## config.mk

```make
export PLATFORM = sky130hd
export DESIGN_NAME = nhf_host_ctrl
export DESIGN_NICKNAME = d
export VERILOG_FILES = /design/src/inc/nhf_pkg.sv /design/src/logic/nhf_host_ctrl.sv /design/src/logic/nhf_skid_buf.sv
export SDC_FILE = /design/constraint.sdc
export NUM_CORES = 1
export LEC_CHECK = 0
export BUFFER_PORTS_ARGS = -buffer_cell sky130_fd_sc_hd__buf_2
export CAP_MARGIN = 30
export CORE_UTILIZATION = 25
export CTS_CLUSTER_DIAMETER = 80
export DETAILED_ROUTE_END_ITERATION = 12
export PLACE_DENSITY = 0.58
export SLEW_MARGIN = 5
export SYNTH_ARGS = -nofsm -noshare
export SYNTH_HDL_FRONTEND = slang
export SYNTH_SLANG_ARGS = --single-unit
```

## constraint.sdc

```tcl
create_clock -name ref_clk -period 2.2 [get_ports ref_clk]
set_input_delay 0.44 -clock ref_clk [delete_from_list [all_inputs] [get_ports ref_clk]]
set_output_delay 0.44 -clock ref_clk [all_outputs]
set_load 0.005 [all_outputs]
```

## src/inc/nhf_pkg.sv

```systemverilog
package nhf_pkg;
  // bus cycle kinds
  typedef enum logic [1:0] {
    NHF_CYC_CMD,
    NHF_CYC_ADDR,
    NHF_CYC_WDATA,
    NHF_CYC_RDATA
  } nhf_cyc_e;

  // one host request: a single bus cycle, or five address cycles when sent with req_addr_go
  typedef struct packed {
    nhf_cyc_e    kind;   // cycle type
    logic [15:0] data;   // command, address byte or data word
  } nhf_req_s;

  // structured array address
  typedef struct packed {
    logic [11:0] column; // byte or word position
    logic [5:0]  page;   // page within block
    logic [18:0] block;  // block, plane and die bits
  } nhf_addr_s;

  // address layout
  localparam int NHF_ADDR_CYCLES   = 5;
  localparam int NHF_PAGE_BITS     = 6;
  localparam int NHF_PLANE_BIT     = 6;
  localparam int NHF_DIE_BIT       = 18;
  localparam int NHF_COL_HI_X8     = 11;
  localparam int NHF_COL_HI_X16    = 10;
  localparam int NHF_COL_ZLO_X8    = 6;
  localparam int NHF_COL_ZLO_X16   = 5;

  // status commands a busy die still accepts
  localparam logic [7:0] NHF_CMD_STATUS     = 8'h70;
  localparam logic [7:0] NHF_CMD_STATUS_ENH = 8'h78;

  // strobe phase timing in clock cycles (100 ns each)
  localparam int NHF_SETUP_NS     = 100;
  localparam int NHF_PULSE_NS     = 100;
  localparam int NHF_HOLD_NS      = 100;
  localparam int NHF_CLK_NS       = 100;
  localparam int NHF_SETUP_CYC    = (NHF_SETUP_NS + NHF_CLK_NS - 1) / NHF_CLK_NS;
  localparam int NHF_PULSE_CYC    = (NHF_PULSE_NS + NHF_CLK_NS - 1) / NHF_CLK_NS;
  localparam int NHF_HOLD_CYC     = (NHF_HOLD_NS + NHF_CLK_NS - 1) / NHF_CLK_NS;
  localparam logic [3:0] NHF_CNT_RESET = 4'h0;
endpackage : nhf_pkg

```

## src/logic/nhf_host_ctrl.sv

```systemverilog
`timescale 1ns/1ps
`default_nettype none
// Behaviour
// - commands, addresses only on low byte lane
// - upper lane zero during command cycles
// - command, then addresses, then data cycles
// - five address bytes: two column, three row
// - x8: column bit 11 clears bits 10:6
// - x16: column bit 10 clears bits 9:5
// - chip select goes high the cycle after an idle cycle with no request taken, busy or not
// - unused address bits driven low
module nhf_host_ctrl
  import nhf_pkg::*;
#(
  parameter bit X16 = 1'b0           // 16-bit bus variant
) (
  input  wire logic        ref_clk,
  input  wire logic        rst_n,
  // request side
  input  wire nhf_req_s    req,
  input  wire logic        req_valid,
  output logic             req_ready,
  input  wire nhf_addr_s   req_addr,   // used for address sequences
  input  wire logic        req_addr_go, // with kind ADDR: send all five bytes
  input  wire logic        busy_ok,     // permit non-status command while busy
  // read data out
  output logic      [15:0] rd_data,
  output logic             rd_valid,
  input  wire logic        rd_ready,
  output logic             cmd_refused, // high every cycle a command is held back while busy
  // flash pins
  output logic             chip_sel_n,
  output logic             cmd_latch,
  output logic             addr_latch,
  output logic             write_strobe_n,
  output logic             read_strobe_n,
  output logic             write_prot_n,
  input  wire logic        wp_enable,
  input  wire logic [15:0] io_in,
  output logic      [15:0] io_out,
  output logic      [15:0] io_oe,
  input  wire logic        ready_busy_n
);
  typedef enum logic [2:0] {
    NHF_IDLE, NHF_SETUP, NHF_PULSE, NHF_HOLD
  } nhf_state_e;

  nhf_state_e  st_reg, st_next;          // strobe phase
  logic [3:0]  cnt_reg, cnt_next;        // phase timer
  nhf_cyc_e    kind_reg, kind_next;      // current cycle type
  logic [15:0] dat_reg, dat_next;        // driven word
  logic [2:0]  abyte_reg, abyte_next;    // address byte index
  logic        aseq_reg, aseq_next;      // address sequence running
  nhf_addr_s   addr_reg, addr_next;      // held address
  logic        cs_reg, cs_next;          // chip select asserted
  logic [15:0] cap_reg, cap_next;        // captured read word
  logic        cap_v_reg, cap_v_next;    // capture push
  logic        buf_ready;                // buffer can take a word
  logic        is_status;                // command allowed while busy

  // pack one address byte from the structured address
  function automatic logic [7:0] addr_byte(input nhf_addr_s a, input logic [2:0] idx);
    logic [11:0] col;
    col = a.column;
    if (!X16 && col[NHF_COL_HI_X8]) col[NHF_COL_HI_X8-1:NHF_COL_ZLO_X8] = '0;
    if (X16 && col[NHF_COL_HI_X16]) col[NHF_COL_HI_X16-1:NHF_COL_ZLO_X16] = '0;
    if (X16) col[11] = 1'b0;
    unique case (idx)
      3'h0:    addr_byte = col[7:0];
      3'h1:    addr_byte = {4'h0, col[11:8]};
      3'h2:    addr_byte = {a.block[7:6], a.page};
      3'h3:    addr_byte = a.block[15:8];
      3'h4:    addr_byte = {5'h00, a.block[NHF_DIE_BIT:16]};
      default: addr_byte = 8'h00;
    endcase
  endfunction : addr_byte

  assign is_status = (req.data[7:0] == NHF_CMD_STATUS) || (req.data[7:0] == NHF_CMD_STATUS_ENH);

  // take a request only when idle and, for reads, when the buffer has room
  assign req_ready = (st_reg == NHF_IDLE) && !aseq_reg &&
                     !(req.kind == NHF_CYC_RDATA && !buf_ready) &&
                     !(req.kind == NHF_CYC_CMD && !ready_busy_n && !is_status && !busy_ok);

  // sequencing of one bus cycle at a time
  always_comb begin
    st_next    = st_reg;
    cnt_next   = cnt_reg;
    kind_next  = kind_reg;
    dat_next   = dat_reg;
    abyte_next = abyte_reg;
    aseq_next  = aseq_reg;
    addr_next  = addr_reg;
    cs_next    = cs_reg;
    cap_next   = cap_reg;
    cap_v_next = 1'b0;
    cmd_refused = req_valid && (st_reg == NHF_IDLE) && !aseq_reg && req.kind == NHF_CYC_CMD &&
                  !ready_busy_n && !is_status && !busy_ok;
    unique case (st_reg)
      NHF_IDLE: begin
        if (aseq_reg) begin
          // next address byte of the sequence
          kind_next = NHF_CYC_ADDR;
          dat_next  = {8'h00, addr_byte(addr_reg, abyte_reg)};
          st_next   = NHF_SETUP;
          cnt_next  = NHF_CNT_RESET;
          cs_next   = 1'b1;
        end else if (req_valid && req_ready) begin
          kind_next = req.kind;
          cs_next   = 1'b1;
          st_next   = NHF_SETUP;
          cnt_next  = NHF_CNT_RESET;
          unique case (req.kind)
            NHF_CYC_CMD: begin
              dat_next   = {8'h00, req.data[7:0]};
              abyte_next = 3'h0;
            end
            NHF_CYC_ADDR: begin
              if (req_addr_go) begin
                addr_next  = req_addr;
                aseq_next  = 1'b1;
                abyte_next = 3'h1;
                dat_next   = {8'h00, addr_byte(req_addr, 3'h0)};
              end else begin
                dat_next   = {8'h00, req.data[7:0]};
              end
            end
            NHF_CYC_WDATA: dat_next = X16 ? req.data : {8'h00, req.data[7:0]};
            NHF_CYC_RDATA: dat_next = 16'h0000;
          endcase
        end else begin
          cs_next = 1'b0;
        end
      end
      NHF_SETUP: begin
        cnt_next = cnt_reg + 4'h1;
        if (cnt_reg == 4'(NHF_SETUP_CYC - 1)) begin
          st_next  = NHF_PULSE;
          cnt_next = NHF_CNT_RESET;
        end
      end
      NHF_PULSE: begin
        cnt_next = cnt_reg + 4'h1;
        if (cnt_reg == 4'(NHF_PULSE_CYC - 1)) begin
          st_next  = NHF_HOLD;
          cnt_next = NHF_CNT_RESET;
          if (kind_reg == NHF_CYC_RDATA) begin
            cap_next   = X16 ? io_in : {8'h00, io_in[7:0]};
            cap_v_next = 1'b1;
          end
        end
      end
      NHF_HOLD: begin
        cnt_next = cnt_reg + 4'h1;
        if (cnt_reg == 4'(NHF_HOLD_CYC - 1)) begin
          st_next  = NHF_IDLE;
          cnt_next = NHF_CNT_RESET;
          if (aseq_reg) begin
            if (abyte_reg == 3'(NHF_ADDR_CYCLES)) aseq_next = 1'b0;
            else abyte_next = abyte_reg + 3'h1;
            if (abyte_reg == 3'(NHF_ADDR_CYCLES)) abyte_next = 3'h0;
          end
        end
      end
      default: st_next = NHF_IDLE;
    endcase
    // stop sequence after last byte is issued
    if (st_reg == NHF_IDLE && aseq_reg && abyte_reg == 3'(NHF_ADDR_CYCLES)) begin
      aseq_next = 1'b0;
      st_next   = NHF_IDLE;
      cs_next   = 1'b0;
      abyte_next = 3'h0;
    end else if (st_reg == NHF_IDLE && aseq_reg) begin
      abyte_next = abyte_reg + 3'h1;
    end
    if (st_reg == NHF_HOLD) abyte_next = abyte_reg;
  end

  // pin drive from phase state
  always_comb begin
    chip_sel_n     = !cs_reg;
    cmd_latch      = cs_reg && kind_reg == NHF_CYC_CMD && st_reg != NHF_IDLE;
    addr_latch     = cs_reg && kind_reg == NHF_CYC_ADDR && st_reg != NHF_IDLE;
    write_strobe_n = !(st_reg == NHF_PULSE && kind_reg != NHF_CYC_RDATA);
    read_strobe_n  = !(st_reg == NHF_PULSE && kind_reg == NHF_CYC_RDATA);
    write_prot_n   = wp_enable;
    io_out         = dat_reg;
    io_oe          = (st_reg != NHF_IDLE && kind_reg != NHF_CYC_RDATA) ?
                     (X16 ? 16'hFFFF : 16'h00FF) : 16'h0000;
  end

  // register stage
  always_ff @(posedge ref_clk) begin
    if (!rst_n) begin
      st_reg    <= NHF_IDLE;
      cnt_reg   <= NHF_CNT_RESET;
      kind_reg  <= NHF_CYC_CMD;
      dat_reg   <= 16'h0000;
      abyte_reg <= 3'h0;
      aseq_reg  <= 1'b0;
      addr_reg  <= '0;
      cs_reg    <= 1'b0;
      cap_reg   <= 16'h0000;
      cap_v_reg <= 1'b0;
    end else begin
      st_reg    <= st_next;
      cnt_reg   <= cnt_next;
      kind_reg  <= kind_next;
      dat_reg   <= dat_next;
      abyte_reg <= abyte_next;
      aseq_reg  <= aseq_next;
      addr_reg  <= addr_next;
      cs_reg    <= cs_next;
      cap_reg   <= cap_next;
      cap_v_reg <= cap_v_next;
    end
  end

  // read words wait here for the consumer
  nhf_skid_buf #(.WIDTH(16)) u_rbuf (
    .ref_clk   (ref_clk),
    .rst_n     (rst_n),
    .in_data   (cap_reg),
    .in_valid  (cap_v_reg),
    .in_ready  (buf_ready),
    .out_data  (rd_data),
    .out_valid (rd_valid),
    .out_ready (rd_ready)
  );

  cmd_upper_zero_a: assert property (@(posedge ref_clk) disable iff (!rst_n)
    cmd_latch |-> io_out[15:8] == 8'h00) else $error("upper lane not zero on command");
  addr_low_lane_a: assert property (@(posedge ref_clk) disable iff (!rst_n)
    addr_latch |-> io_out[15:8] == 8'h00) else $error("address off low lane");
  latch_exclusive_a: assert property (@(posedge ref_clk) disable iff (!rst_n)
    !(cmd_latch && addr_latch)) else $error("both latches high");
  strobe_needs_cs_a: assert property (@(posedge ref_clk) disable iff (!rst_n)
    (!write_strobe_n || !read_strobe_n) |-> !chip_sel_n) else $error("strobe in standby");
  strobe_not_both_a: assert property (@(posedge ref_clk) disable iff (!rst_n)
    !(!write_strobe_n && !read_strobe_n)) else $error("both strobes low");
  busy_cmd_hold_a: assert property (@(posedge ref_clk) disable iff (!rst_n)
    cmd_refused |=> st_reg == NHF_IDLE) else $error("refused command started a cycle");
  x8_col_zero_a: assert property (@(posedge ref_clk) disable iff (!rst_n)
    (!X16 && addr_latch && aseq_reg && abyte_reg == 3'h2 && st_reg == NHF_PULSE && io_out[3])
      |-> (io_out[2:0] == 3'h0 && $past(io_out[7:6], 4) == 2'h0)) else $error("column guard bits set");
  wr_pulse_len_a: assert property (@(posedge ref_clk) disable iff (!rst_n)
    $fell(write_strobe_n) |=> write_strobe_n) else $error("write pulse too long");
endmodule : nhf_host_ctrl
`default_nettype wire

```

## src/logic/nhf_skid_buf.sv

```systemverilog
`timescale 1ns/1ps
`default_nettype none
// two-entry buffer, valid/ready on both sides
module nhf_skid_buf
  import nhf_pkg::*;
#(
  parameter int WIDTH = 16
) (
  input  wire logic             ref_clk,
  input  wire logic             rst_n,
  input  wire logic [WIDTH-1:0] in_data,
  input  wire logic             in_valid,
  output logic                  in_ready,
  output logic      [WIDTH-1:0] out_data,
  output logic                  out_valid,
  input  wire logic             out_ready
);
  logic [WIDTH-1:0] mem_reg [2];   // storage
  logic [WIDTH-1:0] mem0_next;     // next entry 0
  logic [WIDTH-1:0] mem1_next;     // next entry 1
  logic             wp_reg;        // write slot
  logic             wp_next;
  logic             rp_reg;        // read slot
  logic             rp_next;
  logic [1:0]       cnt_reg;       // occupancy
  logic [1:0]       cnt_next;
  logic             push;
  logic             pop;

  assign in_ready  = (cnt_reg != 2'h2);
  assign out_valid = (cnt_reg != 2'h0);
  assign out_data  = mem_reg[rp_reg];
  assign push      = in_valid && in_ready;
  assign pop       = out_valid && out_ready;

  // pointer and storage updates
  always_comb begin
    mem0_next = mem_reg[0];
    mem1_next = mem_reg[1];
    if (push && !wp_reg) begin
      mem0_next = in_data;
    end
    if (push && wp_reg) begin
      mem1_next = in_data;
    end
    wp_next  = push ? ~wp_reg : wp_reg;
    rp_next  = pop ? ~rp_reg : rp_reg;
    cnt_next = cnt_reg + 2'(push) - 2'(pop);
  end

  // register stage
  always_ff @(posedge ref_clk) begin
    if (!rst_n) begin
      wp_reg     <= 1'b0;
      rp_reg     <= 1'b0;
      cnt_reg    <= 2'h0;
      mem_reg[0] <= '0;
      mem_reg[1] <= '0;
    end else begin
      wp_reg     <= wp_next;
      rp_reg     <= rp_next;
      cnt_reg    <= cnt_next;
      mem_reg[0] <= mem0_next;
      mem_reg[1] <= mem1_next;
    end
  end

  stall_hold_a: assert property (@(posedge ref_clk) disable iff (!rst_n)
    out_valid && !out_ready |=> out_valid && $stable(out_data)) else $error("stalled word lost");
endmodule : nhf_skid_buf
`default_nettype wire

```

==> impl_metrics.ini, run 1 <==
[status]
status = finished clean

[drt]
final_antenna_net_count = 0
drcViolationCount = 0
first_pass_iters = 5
drtIter0Drc = 258
vias = 3492
wl_per_cell_um = 14.18
drt_wl_total_um = 10950
via_per_inst = 4.523

[clock_tree]
cts_tree = done
clk_latency_ps = 330
cts_sinks = 82
clock_path_buffers = 2
cts-root-buf = clkbuf_16
cts_setup_buffers = 0
clk_pin_slew_worst_paths_ps = 60
cts_buffers = 9
htreeDepth = 3

[synthesis]
synth-seq-area-share = 0.4069
synthMuxAreaShare = 0.1274
synth_top_family_by_area = simple AND/OR/NAND/NOR gates
synth-xor-area-share = 0.007912
synth-edff-count = 16
yosys.area_share.simple = 0.1746
yosysWarnings = 0
ys_seq_elements = 82
ys.flop_type = dfxtp_1
synthAdderAreaFrac = 0.03956
synth_compound_area_frac = 0.1469
synth.distinct_cells = 62
async_flop_share = 0
syn_inst = 463
syn_area_per_cell_um2 = 9.564
syn_area_um2 = 4428

[floorplanning]
num_io_pins = 136
num_rows = 48
core-area_um2 = 17300
dieWidth_um = 135.1
die-area_um2 = 18250
dieHeight_um = 135.1
initial_utilization = 0.2560

[worst_setup_path]
crit_path_cell_trace = inv_1, ha_4, buf_4, nand2b_4, nor3b_2, buf_2
slowest_stage = dfxtp_2
end_kind = primary output
cp-start-kind = flip-flop
arrival_ps = 1640
crit_fanout = 13
crit_required_ps = 1760
slowest_delay_ps = 360
crit_type = flip-flop to primary output

[power_and_ir_drop]
power_frac_clock = 0.327
p_sw_frac = 0.3169
pwr-share-seq = 0.381
power.density_nw_per_um2 = 867.2
p_comb_frac = 0.292
max-vdd-ir-drop_v = 0.0003837
leakage_nw = 2.197
p_sw_mw = 1.477
power.internal_mw = 3.183

[timing]
finalSetupTns_ps = 0
timing.final.ws_setup_ps = 115.8
fin_crit_sh = 0.9474
slew_headroom = 0.5498
setup_viol = 0
hold_viol = 0
period_minus_slack_ps = 2084
rsz0062_at_grt = no
skew_ps = 4.217
slew_viol_final = 0
whs_ps = 346.5
max_freq_ghz = 0.4798
worst_pin_slew_ps = 675.2

[global_routing]
grt-busiest-layer = met2
antenna_found_initial = 0
grt_max_degree = 77
grtUsageMet2 = 0.1969
grt_pass1_vias = 3298
met3_usage = 0.02928
grt.overflow.total = 0
grt_pass1_wl_um = 17190
grt_use_total = 0.1222
use_met1 = 0.1637

[final_layout]
n_antenna_cell = 0
fin_nets = 635
layout_commonest_cell = buf_2
largest_register_ffs = 31
final_cell_mix = buf_2, nand2_1, dfxtp_1
layout-drive-gt1-share = 0.2943
syn_to_final_growth_pct = 21.36

[job]
drv_cap = 0

[placement]
routabilityCongestion = 0.7737
dpl.hpwl_um = 8050
dp_worst_setup_slack_ps = 136.7
io_buffers = 87

[min_path]
min_path_type = primary input to flip-flop
## synthesized netlist by cell type (2+ instances only)
cell | count | area share
a221oi_2 | 8 | 0.027
o21ai_0 | 5 | 0.0057
dfxtp_1 | 66 | 0.30
and3b_1 | 2 | 0.0040
and2_1 | 3 | 0.0042
xnor2_1 | 3 | 0.0059
nand3b_1 | 2 | 0.0034
nand2b_1 | 4 | 0.0057
nor3b_1 | 6 | 0.010
a211oi_1 | 2 | 0.0034
nand3_1 | 6 | 0.0068
inv_1 | 17 | 0.014
edfxtp_1 | 16 | 0.11
o221a_2 | 3 | 0.0076
o311ai_0 | 2 | 0.0040
a2bb2oi_1 | 2 | 0.0040
mux2i_1 | 44 | 0.099
mux2_2 | 11 | 0.028
o31ai_1 | 2 | 0.0034
nor2b_1 | 7 | 0.0099
or4_4 | 2 | 0.0051
o22ai_1 | 2 | 0.0028
a21oi_1 | 12 | 0.014
a22oi_1 | 6 | 0.010
buf_4 | 35 | 0.059
nor3_1 | 4 | 0.0045
nand4b_1 | 3 | 0.0059
buf_2 | 3 | 0.0034
a222oi_1 | 8 | 0.018
o22a_1 | 4 | 0.0079
nand2_1 | 82 | 0.070
clkbuf_1 | 21 | 0.018
and3_1 | 11 | 0.016
nor2_1 | 18 | 0.015
ha_1 | 14 | 0.040
## final cells by class
cell class / count / area, um2
flip-flops and latches: 82 / 1804
well taps: 225 / 281.5
fillers: 1861 / 11920
clock buffers: 10 / 229.0
inverters: 17 / 63.81
multi-input cells: 327 / 2327
repair buffers: 105 / 595.6
clock inverters: 6 / 72.57
## critical path, delay by kind of cell (launching register included)
family | cells | cell delay [ps]
buf+inv | 3 | 420
simple gates | 2 | 320
fa+ha+maj | 1 | 210
flops | 1 | 360
## path summary, 6_finish.rpt
kind / slack [ps] / start / depth (start not counted) / endpoint
min: 350 / req_addr[34] / 3 / addr_reg[34]
min reg2reg: 450 / addr_reg[27] / 2 / addr_reg[27]
max: 120 / st_reg[0] / 6 / addr_latch
max reg2reg: 210 / abyte_reg[0] / 7 / io_out[0]
## per-stage QoR
stage | utilization | power, mW | area (um2) | cells
6_report | 0.3107 | 4.660 | 5374 | 772
5_1_grt | 0.3107 | 4.950 | 5374 | 772
4_1_cts | 0.3095 | 4.685 | 5354 | 772
3_5_place_dp | 0.2912 | 3.115 | 5037 | 756
3_3_place_gp | 0.2912 | 3.112 | 5037 | 756
2_1_floorplan | - | 2.764 | 4514 | 486
## metal layers
metal,part of all wire,wire (um),up-vias
met3,0.050,548,7
met4,0.0077,84,0
met2,0.46,5077,90
met1,0.48,5234,1642
met5,0,0,-
li1,-,-,1753
## power by group through the flow
stage	Clock (mW)	Combinational [mW]	Sequential (mW)
2_1_floorplan	0	0.994	1.77
3_3_place_gp	0	1.31	1.80
3_5_place_dp	0	1.31	1.80
4_1_cts	1.57	1.34	1.78
5_1_grt	1.62	1.53	1.80
6_report	1.52	1.36	1.78
## repair_timing
item	4_1_cts	5_1_grt
hold endpoints to repair	0	0
setup endpoints to repair	12	3
gates resized for setup	4	4
hold buffers	0	0
## cells by family (layout without fill, tap and decap cells)
group | Yosys count | count (layout)
buffers and inverters | 77 | 138
muxes | 55 | 55
other | 1 | 24
xor gates and xnor gates | 4 | 4
and+or+nand+nor | 156 | 156
adders and majority gates | 14 | 14
AOI/OAI and AO/OA | 74 | 74
DFF | 82 | 82
No activity file was read; power rests on OpenSTA's default activity.
==> run 2: changes to the inputs <==
--- a/config.mk
+++ b/config.mk
@@ -8,3 +8,2 @@
 export BUFFER_PORTS_ARGS = -buffer_cell sky130_fd_sc_hd__buf_2
-export CAP_MARGIN = 30
 export CORE_UTILIZATION = 25
==> constraint.sdc (replaced) <==
create_clock -name ref_clk -period 2.2 [get_ports ref_clk]
set_input_delay 0.55 -clock ref_clk [delete_from_list [all_inputs] [get_ports ref_clk]]
set_output_delay 0.55 -clock ref_clk [all_outputs]
set_load 0.005 [all_outputs]
==> run 2 against run 1 <==
Compared with the run above:
- the flow now finishes with violations (setup timing)
- clock skew grew 0.62 ps
- maximum frequency is 5.6% lower
- via count increased by 0.11%
- global-route usage rose by 0.28 points
- final area up 1.6%
- clock power decreased by 8%
- final cell count is 1.3% higher
==> impl_metrics.ini, run 2 (synthesis results as in run 1) <==
[power_and_ir_drop]
leakage_nw = 2.229
total_power_mw = 4.624
max-vdd-ir-drop_v = 0.0004123
power.density_nw_per_um2 = 847.2

[drt]
via_per_inst = 4.471
drcViolationCount = 0
first_pass_iters = 6
final_antenna_net_count = 0
drt_wl_total_um = 10940
wl_per_cell_um = 13.99
drtIter0Drc = 197
vias = 3496

[global_routing]
grt_pass1_vias = 3342
grt_use_total = 0.1249
grt.overflow.total = 0
grt_max_degree = 77
antenna_found_initial = 0
grt_pass1_wl_um = 17530

[worst_setup_path]
critPathMostFrequentCell = buf_6
crit_path_cell_trace = buf_6, or4_4, a21oi_4, and3_4, buf_6
rr_worst_depth = 7
crit_fanout = 3
arrival_ps = 1660
slowest_delay_ps = 560
worstReg2RegEnd = cnt_reg[0]
slowest_stage = or4_4
rr_startpoint = st_reg[1]
crit_required_ps = 1650
end_kind = primary output
r2r_setup_slack_ps = 250
crit_type = primary input to primary output
cp-start-kind = primary input

[clock_tree]
clock_path_buffers = 2
cts_tree = done
cts_hold_buf = 0
cts-root-buf = clkbuf_16
htreeDepth = 3
clk_pin_slew_worst_paths_ps = 60
cts_sinks = 82
cts_buffers = 9
clk_latency_ps = 330

[final_layout]
final_cell_mix = buf_2, nand2_1, dfxtp_1
fin_cells = 782
layout-drive-gt1-share = 0.3070
syn_to_final_growth_pct = 23.26
fin_nets = 645
n_antenna_cell = 0
fillers = 1844
largest_register_ffs = 31
layout_commonest_cell = buf_2
fin_util = 0.3155

[status]
violations = setup timing
status = complete, but fails checks

[placement]
routabilityCongestion = 0.7818
io_buffers = 87
dp_worst_setup_slack_ps = -62.32
place_inst = 764
dpl.hpwl_um = 8123

[floorplanning]
dieHeight_um = 135.1
initial_utilization = 0.2560
core-area_um2 = 17300
num_rows = 48
dieWidth_um = 135.1
num_io_pins = 136
die-area_um2 = 18250

[job]
drv_cap = 0

[timing]
worst_pin_slew_ps = 665.6
timing.final.ws_setup_ps = -8.697
fin_crit_sh = 1.004
skew_ps = 4.838
slew_headroom = 0.5562
max_freq_ghz = 0.4528
slew_viol_final = 0
whs_ps = 455.4
rsz0062_at_grt = yes
period_minus_slack_ps = 2209
hold_viol = 0
setup_viol = 1

[min_path]
min_path_type = primary input to flip-flop
min_from = io_in[6]
holdPathEnd = cap_reg[6]
min_path_cells = 3
run 2: how the worst max path moves through the flow:
stage,from,endpoint,slack [ps],cells after the start
6_report,ready_busy_n,cmd_refused,-9,5
3_3_place_gp,req[16],cmd_refused,-30,5
3_5_place_dp,req[16],cmd_refused,-60,5
5_1_grt,ready_busy_n,cmd_refused,-30,5
2_1_floorplan,abyte_reg[2],io_out[0],6,7
4_1_cts,ready_busy_n,cmd_refused,-5,5
run 2: layer usage:
metal	wire length (um)	up-vias	GRT usage
li1	-	1775	-
met1	5296	1631	0.1693
met2	5094	85	0.1974
met3	479	5	0.03041
met4	72	0	0.03184
met5	0	-	0
run 2: layout make-up:
type / count / area (um2) / area share
Clock inverter: 7 / 52.55 / 0.009629
Sequential cell: 82 / 1802 / 0.3301
Tap cell: 225 / 281.5 / 0.05158
Inverter: 17 / 63.81 / 0.01169
Clock buffer: 9 / 225.2 / 0.04127
Timing Repair Buffer: 115 / 701.9 / 0.1286
Multi-Input combinational cell: 327 / 2331 / 0.4271
run 2: worst max-delay path, delay by kind of cell:
kind                   cells  cell delay, ps
AND/OR/NAND/NOR            2             770
AO/OA/AOI/OAI              1             160
buffers and inverters      2             180
run 2: where the power goes:
group | internal [mW] | switching (mW)
Clock | 0.770 | 0.629
Combinational | 0.695 | 0.754
Sequential | 1.66 | 0.112
Total | 3.13 | 1.50
run 2: stage by stage:
stage | cell area (um2) | setup TNS [ps]
floorplan | 4514 | 0
detailed placement | 5110 | -122.7
global route | 5458 | -34.64
global placement | 5110 | -31.57
finish | 5458 | -8.697
CTS | 5443 | -5.457
run 2: timing repair:
item                                   4_1_cts  5_1_grt
gates resized for setup                     10        2
pin swaps                                    2        1
gates cloned                                 0        0
endpoints found under the hold margin        0        0
setup endpoints to repair                   12        3
buffers inserted                             0        2
==> run 3: changes to the inputs <==
CTS_BUF_LIST = sky130_fd_sc_hd__clkbuf_8   (was default)
==> run 3 against run 2 <==
Compared with the run above:
- the run still ends with setup timing left
- clock power shrank 29%
- clock skew increased by 3.0 ps
- sequential cell count did not move
- highest routed layer unchanged
- total power down 8.7%
- maximum frequency up 0.23%
- final area down 1.8%
- global-route usage decreased by 0.072 points
- critical path type unchanged
- first-iteration DRC count rose by 3.0%
- clock-buffer cell count unchanged
==> impl_metrics.ini, run 3 (synthesis results as in run 1) <==
[status]
status = complete, but fails checks
violations = setup timing

[floorplanning]
num_io_pins = 136
dieHeight_um = 135.1
initial_utilization = 0.2560
core-area_um2 = 17300
dieWidth_um = 135.1
num_rows = 48
die-area_um2 = 18250

[drt]
drtIter0Drc = 203
drcViolationCount = 0
wl_per_cell_um = 13.99
final_antenna_net_count = 0
vias = 3490
via_per_inst = 4.463
drt_wl_total_um = 10940
first_pass_iters = 4

[clock_tree]
cts-root-buf = clkbuf_8
clk_pin_slew_worst_paths_ps = 90
clk_latency_ps = 360
htreeDepth = 3
cts_buffers = 9
clock_path_buffers = 2
cts_tree = done
cts_hold_buf = 0
cts_sinks = 82

[timing]
setup_viol = 1
max_freq_ghz = 0.4538
whs_ps = 424.5
worst_pin_slew_ps = 649.5
skew_ps = 7.875
finalSetupTns_ps = -3.602
period_minus_slack_ps = 2204
hold_viol = 0
timing.final.ws_setup_ps = -3.602
fin_crit_sh = 1.002
slew_headroom = 0.5669
rsz0062_at_grt = yes
slew_viol_final = 0

[placement]
dpl_cell_area_um2 = 5110
routabilityCongestion = 0.7818
dpl.hpwl_um = 8123
io_buffers = 87

[final_layout]
layout_commonest_cell = buf_2
fin_nets = 645
final_cell_mix = buf_2, nand2_1, dfxtp_1
largest_register_ffs = 31
multi_input_area_um2 = 2331
syn_to_final_growth_pct = 21.02
layout-drive-gt1-share = 0.3106
design_area_um2 = 5359
regArea_um2 = 1804
n_antenna_cell = 0
fillers = 1853

[min_path]
min_path_type = primary input to flip-flop

[power_and_ir_drop]
leakage_nw = 2.183
total_power_mw = 4.224
max-vdd-ir-drop_v = 0.0002798
power.density_nw_per_um2 = 788.2

[worst_setup_path]
arrival_ps = 1650
crit_fanout = 3
crit_required_ps = 1650
crit_type = primary input to primary output
end_kind = primary output
cp-start-kind = primary input

[global_routing]
grt_pass1_vias = 3327
grt_max_degree = 77
grt.overflow.total = 0
grt_pass1_wl_um = 17480
antenna_found_initial = 0
grt_use_total = 0.1242

[job]
drv_cap = 0
## run 3: cell types whose count changed in the layout (fill, tap and decap cells not counted)
cell / delta
clkbuf_8: +9
dfxtp_2: +2
dfxtp_1: -2
clkbuf_16: -9
## run 3: final cells by class
cell class / instances / share of cell area
sequential: 82 / 0.3367
timing repair buffer: 115 / 0.1310
clock buffer: 9 / 0.02311
multi-input combinational: 327 / 0.4350
inverter: 17 / 0.01191
clock inverter: 7 / 0.009806
tap: 225 / 0.05253
## run 3: worst paths after layout
path / startpoint / to / slack (ps) / cells past startpoint
max: ready_busy_n / cmd_refused / -4 / 5
min: req_addr[24] / addr_reg[24] / 420 / 3
max reg2reg: abyte_reg[0] / io_out[6] / 270 / 6
min reg2reg: addr_reg[26] / addr_reg[26] / 460 / 2
## run 3: critical path, cell delays in order
cell     delay [ps]
buf_6            90
or4_4           560
a21oi_4         150
and3_4          210
buf_6            90
## run 3: per-stage QoR
step / setup WS (ps) / util / std cells
finish: -3.602 / 0.3098 / 782
global route: -34.64 / 0.3098 / 782
CTS: -5.457 / 0.3088 / 780
detailed placement: -62.32 / 0.2954 / 764
global placement: -31.57 / 0.2954 / 764
floorplan: 5.521 / - / 486
## run 3: metal layers
layer / GRT usage / part of all wire / vias up
li1: - / - / 1772
met1: 0.1690 / 0.48 / 1616
met2: 0.1969 / 0.46 / 94
met3: 0.02703 / 0.054 / 8
met4: 0.03371 / 0.0089 / 0
met5: 0 / 0 / -
## run 3: power breakdown
part | switching (mW) | leakage (nW) | total, mW | internal, mW
clock | 0.583 | 0.0799 | 0.998 | 0.415
combinational | 0.753 | 1.40 | 1.45 | 0.696
sequential | 0.112 | 0.701 | 1.78 | 1.66
total | 1.45 | 2.18 | 4.22 | 2.78
## run 3: what timing repair did
item | in CTS | in global routing
buffers inserted | 0 | 2
pin swaps | 2 | 1
endpoints found under the setup margin | 12 | 4
gates resized for setup | 10 | 4
